File: config.mk
export PLATFORM = sky130hd
export DESIGN_NAME = anxnp_regs
export DESIGN_NICKNAME = d
export VERILOG_FILES = /design/src/logic/anxnp_regs.v
export VERILOG_INCLUDE_DIRS = /design/src /design/src/logic
export SDC_FILE = /design/constraint.sdc
export NUM_CORES = 1
export LEC_CHECK = 0
export ABC_AREA = 1
export BUFFER_PORTS_ARGS = -buffer_cell sky130_fd_sc_hd__buf_2
export CAP_MARGIN = 20
export CORE_MARGIN = 2
export CORE_UTILIZATION = 31
export DETAILED_ROUTE_END_ITERATION = 6
export SLEW_MARGIN = 25
export SYNTH_ARGS = -nofsm -noshare
export SYNTH_HDL_FRONTEND = slang
export SYNTH_SLANG_ARGS = --single-unit
File: constraint.sdc
create_clock -name mclk_i -period 3.8 [get_ports mclk_i]
set_clock_uncertainty 0.15 [all_clocks]
set_input_delay 0.95 -clock mclk_i [delete_from_list [all_inputs] [get_ports mclk_i]]
set_output_delay 0.95 -clock mclk_i [all_outputs]
set_load 0.05 [all_outputs]
File: src/logic/anxnp_regs.vh
// Purpose: Register offsets, field positions and reset values for the
//          auto-negotiation expansion / next page register bank.
// Assumes: 16-bit registers behind a plain strobe port.
// Notes:   Definitions only.
`ifndef ANXNP_REGS_VH
`define ANXNP_REGS_VH

// Register offsets
`define ANXNP_ADDR_W 5
`define ANXNP_OFS_EXP_STATUS 5'h06
`define ANXNP_OFS_NP_TX 5'h07
`define ANXNP_OFS_INT_STATUS 5'h18
`define ANXNP_OFS_INT_MASK 5'h19

// Expansion status fields
`define ANXNP_EXP_PDF 4
`define ANXNP_EXP_LPNP 3
`define ANXNP_EXP_LNP 2
`define ANXNP_EXP_PRX 1
`define ANXNP_EXP_LPAN 0
`define ANXNP_EXP_RSV_LO 5
`define ANXNP_EXP_RSV_HI 15
`define ANXNP_EXP_RSV_RST 11'h000

// Next page transmit fields
`define ANXNP_NP_MORE 15
`define ANXNP_NP_RSV 14
`define ANXNP_NP_FMT 13
`define ANXNP_NP_COMPLIANCE_ACK_BIT 12
`define ANXNP_NP_TGL 11
`define ANXNP_NP_CODE_HI 10
`define ANXNP_NP_CODE_LO 0
`define ANXNP_BASE_TGL_SRC 11

// Reset values
`define ANXNP_RST_MORE 1'b0
`define ANXNP_RST_FMT 1'b1
`define ANXNP_RST_COMPLIANCE_ACK_BIT 1'b0
`define ANXNP_RST_CODE 11'h001
`define ANXNP_RST_TGL 1'b0

// Interrupt status layout
`define ANXNP_INT_W 3
`define ANXNP_INT_PDF 0
`define ANXNP_INT_PRX 1
`define ANXNP_INT_NPSENT 2
`define ANXNP_INT_RST 3'h0

`define ANXNP_ZERO16 16'h0000

`endif

File: src/logic/anxnp_regs.v
// Purpose: Expansion status and next page transmit registers with
//          latching flags, next page word assembly and an interrupt.
// Assumes: Engine event inputs are on mclk_i; override input is a pin.
// Notes:   Reads return data one cycle after the read strobe.
//
// Functional notes
// - Expansion reserved upper bits read zero.
// - Override-write bits writable only with override.
// - Parallel detection fault sets latched flag.
// - Partner next page bit sets status.
// - Local next page capable reads one.
// - New stored control word sets page received.
// - Expansion read clears page received flag.
// - Partner autoneg capable after valid bursts.
// - More-pages bit drives transmitted word.
// - Send next pages only when both able.
// - Next page reserved bit reads zero.
// - Page-format bit drives transmitted word.
// - Compliance-ack bit drives transmitted word.
// - Toggle inverts per sent next page.
// - Code field writable, resets to one.
// - Code field copied into transmitted word.
`timescale 1ns/100ps
`include "anxnp_regs.vh"

module anxnp_regs (
  // Clock and reset
  input wire mclk_i,
  input wire resetn_i,

  // Register port
  input wire [`ANXNP_ADDR_W-1:0] addr_i,
  input wire [15:0] wdata_i,
  input wire wr_i,
  input wire rd_i,
  output reg [15:0] rdata_o,

  // Override control pin, asynchronous
  input wire override_write_bits_i,

  // Auto-negotiation engine events
  input wire pd_fault_i,
  input wire page_stored_i,
  input wire [15:0] rx_word_i,
  input wire flp_valid_i,
  input wire [15:0] base_word_i,
  input wire base_sent_i,
  input wire np_sent_i,

  // Next page to transmit
  output wire [15:0] np_word_o,
  output wire np_enable_o,

  // Interrupt
  output wire irq_o
);

  localparam [`ANXNP_INT_W-1:0] INT_RST = `ANXNP_INT_RST;

  // Override synchroniser
  reg ovr_meta_ff;
  reg ovr_sync_ff;

  // Reserved expansion bits
  reg [`ANXNP_EXP_RSV_HI-`ANXNP_EXP_RSV_LO:0] rsv_ff;

  // Expansion status flags
  reg pdf_ff;
  reg prx_ff;
  reg lpnp_ff;
  reg lpan_ff;

  // Next page transmit fields
  reg more_ff;
  reg fmt_ff;
  reg compliance_ack_bit_ff;
  reg tgl_ff;
  reg [`ANXNP_NP_CODE_HI:0] code_ff;

  // Interrupt state
  reg [`ANXNP_INT_W-1:0] int_sts_ff;
  reg [`ANXNP_INT_W-1:0] int_msk_ff;

  // Read path
  reg [15:0] nxt_rdata;

  // Decodes
  wire wr_exp;
  wire wr_np;
  wire wr_int_sts;
  wire wr_int_msk;
  wire rd_exp;

  // Assembled words
  wire [15:0] exp_word;
  wire [15:0] np_reg_word;

  // Interrupt events
  wire [`ANXNP_INT_W-1:0] int_evt;

  assign wr_exp = wr_i && (addr_i == `ANXNP_OFS_EXP_STATUS);

  assign wr_np = wr_i && (addr_i == `ANXNP_OFS_NP_TX);

  assign wr_int_sts = wr_i && (addr_i == `ANXNP_OFS_INT_STATUS);

  assign wr_int_msk = wr_i && (addr_i == `ANXNP_OFS_INT_MASK);

  assign rd_exp = rd_i && (addr_i == `ANXNP_OFS_EXP_STATUS);

  // Override pin crosses in through two flops
  always @(posedge mclk_i) begin
    if (!resetn_i) begin
      ovr_meta_ff <= 1'b0;
      ovr_sync_ff <= 1'b0;
    end else begin
      ovr_meta_ff <= override_write_bits_i;
      ovr_sync_ff <= ovr_meta_ff;
    end
  end

  // Reserved bits store only under override but never read back
  always @(posedge mclk_i) begin
    if (!resetn_i) begin
      rsv_ff <= `ANXNP_EXP_RSV_RST;
    end else if (wr_exp && ovr_sync_ff) begin
      rsv_ff <= wdata_i[`ANXNP_EXP_RSV_HI:`ANXNP_EXP_RSV_LO];
    end
  end

  // Fault flag: set beats read-clear so no event is lost
  always @(posedge mclk_i) begin
    if (!resetn_i) begin
      pdf_ff <= 1'b0;
    end else if (pd_fault_i) begin
      pdf_ff <= 1'b1;
    end else if (rd_exp) begin
      pdf_ff <= 1'b0;
    end
  end

  // Page received flag, same set-wins order
  always @(posedge mclk_i) begin
    if (!resetn_i) begin
      prx_ff <= 1'b0;
    end else if (page_stored_i) begin
      prx_ff <= 1'b1;
    end else if (rd_exp) begin
      prx_ff <= 1'b0;
    end
  end

  // Partner next page ability follows each stored word
  always @(posedge mclk_i) begin
    if (!resetn_i) begin
      lpnp_ff <= 1'b0;
    end else if (page_stored_i) begin
      lpnp_ff <= rx_word_i[`ANXNP_NP_MORE];
    end
  end

  // Partner autoneg ability tracks burst validity
  always @(posedge mclk_i) begin
    if (!resetn_i) begin
      lpan_ff <= 1'b0;
    end else begin
      lpan_ff <= flp_valid_i;
    end
  end

  // Next page transmit register, more-pages field
  always @(posedge mclk_i) begin
    if (!resetn_i) begin
      more_ff <= `ANXNP_RST_MORE;
    end else if (wr_np) begin
      more_ff <= wdata_i[`ANXNP_NP_MORE];
    end
  end

  // Page-format field
  always @(posedge mclk_i) begin
    if (!resetn_i) begin
      fmt_ff <= `ANXNP_RST_FMT;
    end else if (wr_np) begin
      fmt_ff <= wdata_i[`ANXNP_NP_FMT];
    end
  end

  // Compliance-ack field
  always @(posedge mclk_i) begin
    if (!resetn_i) begin
      compliance_ack_bit_ff <= `ANXNP_RST_COMPLIANCE_ACK_BIT;
    end else if (wr_np) begin
      compliance_ack_bit_ff <= wdata_i[`ANXNP_NP_COMPLIANCE_ACK_BIT];
    end
  end

  // Code field
  always @(posedge mclk_i) begin
    if (!resetn_i) begin
      code_ff <= `ANXNP_RST_CODE;
    end else if (wr_np) begin
      code_ff <= wdata_i[`ANXNP_NP_CODE_HI:`ANXNP_NP_CODE_LO];
    end
  end

  // Toggle seeded from base word, flipped per next page sent
  always @(posedge mclk_i) begin
    if (!resetn_i) begin
      tgl_ff <= `ANXNP_RST_TGL;
    end else if (base_sent_i) begin
      tgl_ff <= ~base_word_i[`ANXNP_BASE_TGL_SRC];
    end else if (np_sent_i) begin
      tgl_ff <= ~tgl_ff;
    end
  end

  // Reserved field forced to zero on read
  assign exp_word = {{(`ANXNP_EXP_RSV_HI-`ANXNP_EXP_RSV_LO+1){1'b0}},
                     pdf_ff,
                     lpnp_ff,
                     1'b1,
                     prx_ff,
                     lpan_ff};

  assign np_reg_word = {more_ff,
                        1'b0,
                        fmt_ff,
                        compliance_ack_bit_ff,
                        tgl_ff,
                        code_ff};

  assign np_word_o = np_reg_word;

  // Next pages only when both ends are able
  assign np_enable_o = more_ff && lpnp_ff;

  // Interrupt events, one per status bit
  assign int_evt = {np_sent_i, page_stored_i, pd_fault_i};

  // Interrupt status, write one to clear, set wins
  genvar g;
  generate
    for (g = 0; g < `ANXNP_INT_W; g = g + 1) begin : g_int
      always @(posedge mclk_i) begin
        if (!resetn_i) begin
          int_sts_ff[g] <= INT_RST[g];
        end else if (int_evt[g]) begin
          int_sts_ff[g] <= 1'b1;
        end else if (wr_int_sts && wdata_i[g]) begin
          int_sts_ff[g] <= 1'b0;
        end
      end
    end
  endgenerate

  // Interrupt mask
  always @(posedge mclk_i) begin
    if (!resetn_i) begin
      int_msk_ff <= `ANXNP_INT_RST;
    end else if (wr_int_msk) begin
      int_msk_ff <= wdata_i[`ANXNP_INT_W-1:0];
    end
  end

  // Level interrupt; stays high until every unmasked bit is cleared
  assign irq_o = |(int_sts_ff & int_msk_ff);

  // Read decode; unmapped reads return zero
  always @* begin
    nxt_rdata = `ANXNP_ZERO16;
    if (!rd_i) begin
      nxt_rdata = `ANXNP_ZERO16;
    end else if (addr_i == `ANXNP_OFS_EXP_STATUS) begin
      nxt_rdata = exp_word;
    end else if (addr_i == `ANXNP_OFS_NP_TX) begin
      nxt_rdata = np_reg_word;
    end else if (addr_i == `ANXNP_OFS_INT_STATUS) begin
      nxt_rdata = {{(16-`ANXNP_INT_W){1'b0}}, int_sts_ff};
    end else if (addr_i == `ANXNP_OFS_INT_MASK) begin
      nxt_rdata = {{(16-`ANXNP_INT_W){1'b0}}, int_msk_ff};
    end
  end

  always @(posedge mclk_i) begin
    if (!resetn_i) begin
      rdata_o <= `ANXNP_ZERO16;
    end else begin
      rdata_o <= nxt_rdata;
    end
  end

endmodule // anxnp_regs

Word-level counts from Yosys, hierarchy flattened:

Cells that the tools add are included.

* reductions and logical operators: 18
* bitwise logic cells: 5
* equality and inequality tests: 4
* multiplexer cells: 15

Operators with widths (number)
* 16-bit 2-to-1 mux: 1
* 2-bit nonzero test: 6
* 1-bit 2-to-1 mux: 11
* 5-bit by 3-bit equality test with 1-bit output (second input constant): 2
* 5-bit equality test (second input constant): 2
* 1-bit logical AND: 8
* 3-bit 2-to-1 mux: 2
* 3-bit OR reduction: 2
* 5-bit 2-to-1 mux: 1
* 5-bit OR reduction: 1
* 1-bit inverter: 4
* 3-bit bitwise AND: 1
* 2-bit AND reduction: 1

* logic and storage cells: 58
* bits of input ports: 63
* output and inout bits: 34
* bits in registers: 41

Longest topological paths before layout:

* depth in word-level cells: 5
* gate-level depth with buffers: 8
* depth with buffers taken out: 8

Least setup slack after synthesis:

OpenSTA, ideal clock, no wires.

* kind: in2reg
* start point: input addr_i[3]
* end point: register code_ff[0]
* stages on the path: 7
* buffers on the path: 1
* arrival time: 1.650 ns
* required time: 3.522 ns
* setup slack: 1.873 ns
* library setup time: 0.128 ns
* cell sequence: inv_1 nand2_1 nor2_4 nand3_4 buf_2 nand2_1 o211ai_1

* longest elaborated chain between the ends: 2

Ends and longest elaborated chain
* start, declared: line anxnp_regs.v:32 `` input wire [`ANXNP_ADDR_W-1:0] addr_i, ``
* 5-bit by 3-bit equality test with 1-bit output (no source line)
* 1-bit logical AND: line anxnp_regs.v:103 `` assign wr_np = wr_i && (addr_i == `ANXNP_OFS_NP_TX); ``
* end signal, assigned: line anxnp_regs.v:201 `` code_ff <= `ANXNP_RST_CODE; ``
* end signal, assigned: line anxnp_regs.v:203 `` code_ff <= wdata_i[`ANXNP_NP_CODE_HI:`ANXNP_NP_CODE_LO]; ``
* end, declared: line anxnp_regs.v:78 `` reg [`ANXNP_NP_CODE_HI:0] code_ff; ``

No other way between the ends.
A chain may end at the register's enable or synchronous reset.

Final worst setup path:

* start point: register int_sts_ff[1]
* end point: output irq_o

* longest elaborated chain between the ends: 2

Ends and longest elaborated chain
* start, declared: line anxnp_regs.v:81 `` reg [`ANXNP_INT_W-1:0] int_sts_ff; ``
* start signal, assigned by index: line anxnp_regs.v:247 `int_sts_ff[g] <= INT_RST[g];`
* 3-bit bitwise AND: line anxnp_regs.v:267 `assign irq_o = |(int_sts_ff & int_msk_ff);`
* 3-bit OR reduction: line anxnp_regs.v:267
* end, declared: line anxnp_regs.v:55 `output wire irq_o`

No other way between the ends.

==> run metrics <==
CP startpoint kind=flip-flop; GRT overflow=0; Fillers=556; R2R Setup Slk=just under 3 ns; vias per cell=roughly 4.2; multi-input logic area=approximately 600 µm²; fmax=460 MHz; ranking of synthesized cells by area=dfxtp_1, nand2_1, inv_1; initial antenna violation count=0; Async SR Flop Fraction=0; adder-cell share of the synthesized area=0; Skew-Pair Late Insertion Delay=roughly 0.29 ns; CTS buffer count=5; FF-to-FF Start=tgl_ff$_SDFFE_PN0P_; maximum vdd drop=roughly 0.16 mV; Detail Route Antenna Nets=0; drt first-iter violations=48; H-Tree Depth=2; status=finished, final reports clean; Slowest-stage cell, CP=dfxtp_1; layout net count=between 300 and 400; post-route setup TNS=0 ns; # setup viols final=0; core area=between 5000 and 6000 µm²; Clock Path Buffers=2; Placed Cells=between 300 and 400; Die Y=~76 µm; post-synthesis mux area share=0; hold path start=compliance_ack_bit_ff$_SDFFE_PN0P_; PostCTS Resize Cnt=0; syn avg cell area=7.30 µm²; RR Endpoint=tgl_ff$_SDFFE_PN0P_; Worst Setup SP=int_sts_ff[1]$_SDFFE_PN0P_; post-synthesis xor/xnor area fraction=0; Hold Buf Count CTS=0; GP Congestion=slightly below 0.8; largest net degree at the start of global routing=19; chip width=approximately 76 µm; Placed Area=1940 µm²; biggest area consumer among synthesized cells=dfxtp_1; Yosys top cell area share=0.496; share of layout cells above drive strength 1=0.274; hold endpoint=rdata_o[12]$_SDFF_PP0_; critical-path cell list=nand2_1 -> nand3_1 -> buf_2; Port Buffers=just over 60; GRT Util Overall=0.137; Setup crit end kind=primary output; Simple-Gate Fraction of Synth Area=0.298; Worst-path clk slew=approximately 0.08 ns; CP max FO=3; Synth Warn #=0; Seq. cell area=801 µm²; first-pass GRT wire length=between 6000 and 7000 µm; post-synth cell types=23; Rel. slew slack=0.649; arrival time at the worst endpoint=about 1.1 ns; critical path required time=2.70 ns; WS Path Type=reg2out; complex-gate fraction of the synthesized area=0.0760; Leak=1.02 nW; DRT Wirelength=approximately 3900 µm; IO Count=97; hold crit path type=reg2reg; Post-synth EDFFs=0; most common flop cell mapped by yosys=dfxtp_1; non-filler cells, final=roughly 350; Cell Rows=26; Max-cap violations=0; DR vias=~1500; Worst Tran Pin Value=between 0.5 and 0.6 ns; final period utilization=0.571; Post-DP HPWL=2840 µm; number of remaining DRC errors=0; synthesized area=between 1500 and 2000 µm²; vias in the first global route=roughly 1400; # diodes=0; post-synthesis sequential area ratio=0.496; Critical Path Max Stage Delay=0.37 ns; drt pass-1 iters=4; Root Driver=clkbuf_8; minimum clock period=2.17 ns; initial core utilization=0.318; CTS tree=done; die area=approximately 5800 µm²; largest family of logic cells by synthesized area=simple AND/OR/NAND/NOR gates; total setup buffers inserted after CTS=0; Slew Limit Fails=0; Finished Cell Area=a little over 2000 µm²; unrepaired setup endpoints after global routing=false; worst reg2reg path depth=4; DR WL/cell=about 11 µm; Sink Count=40; Hold WS=slightly below 0.3 ns; final hold vios=0; Pwr Density=around 390 nW/µm²; Cells after Synth=221; synthesis-to-finish area growth=26.3%; hold depth=2; Seq cells post-synth=40
cell usage after synthesis (all sizes together), types with 2 or more instances:
master,n
dfxtp,40
nand4,6
clkinv,2
o21ai,3
nand2,61
a21oi,20
nor2,30
buf,9
inv,34
nand3,11
stage by stage:
step	setup WS, ns	power [mW]	utilization
4_1_cts	1.60	0.812	0.402
6_report	1.63	0.802	0.402
3_3_place_gp	1.52	0.511	0.382
3_5_place_dp	1.49	0.512	0.382
2_1_floorplan	1.87	0.486	-
5_1_grt	1.56	0.842	0.402
registers in the layout, summed over array words and instances, names as in the netlist:
name and flops:
int_sts_ff 3, lpan_ff 1, pdf_ff 1, rdata_o 15, more_ff 1, prx_ff 1, tgl_ff 1, fmt_ff 1
lpnp_ff 1, compliance_ack_bit_ff 1, code_ff 11, int_msk_ff 3
where the power goes:
part           total, mW  internal, mW  switching (mW)
Combinational     0.0695        0.0224          0.0471
Sequential         0.432         0.427         0.00555
Clock              0.300         0.147           0.153
layer usage:
layer	vias to the layer above	routed length [µm]	track usage
li1	785	-	-
met1	641	1810	0.172
met2	50	1770	0.214
met3	2	235	0.0486
met4	0	35	0.0545
met5	-	0	0
kinds of logic after synthesis:
logic type,after synthesis
buffers and inverters,46
DFF,40
AOI/OAI and AO/OA,24
and+or+nand+nor,110
other,1
placed cells by master, fill, tap and decap left out, drive strengths merged:
cell type,netlist,routed
buf,9,61
nand2,61,61
dfxtp,40,40
inv,34,34
nor2,30,30
a21oi,20,20
nand3,11,11
nand4,6,6
clkbuf,1,6
o21ai,3,3
conb,1,2
clkinvlp,0,2
clkinv,2,2
o211ai,1,1
nand3b,1,1
and3,1,1
worst max path at each step:
stage | endpoint | slack [ns] | depth (start not counted)
after floorplan | code_ff[0]$_SDFFE_PN1P_ | 1.87 | 7
after global placement | compliance_ack_bit_ff$_SDFFE_PN0P_ | 1.52 | 8
after detailed placement | code_ff[8]$_SDFFE_PN0P_ | 1.49 | 8
after CTS | irq_o | 1.60 | 3
after global routing | irq_o | 1.56 | 3
final | irq_o | 1.63 | 3
worst max-delay path, delay by kind of cell, from the launching register on:
family / cells / cell delay [ns]
flip-flops: 1 / 0.37
buffers and inverters: 1 / 0.26
AND/OR/NAND/NOR: 2 / 0.15
layout make-up:
cell class	instances	share of cell area
Clock inverter	2	0.00737
Tap cell	70	0.0430
Clock buffer	6	0.0405
Timing Repair Buffer	61	0.150
Inverter	36	0.0669
Sequential cell	40	0.393
Multi-Input combinational cell	136	0.300
Note: power is estimated with default switching activity, not from simulation.
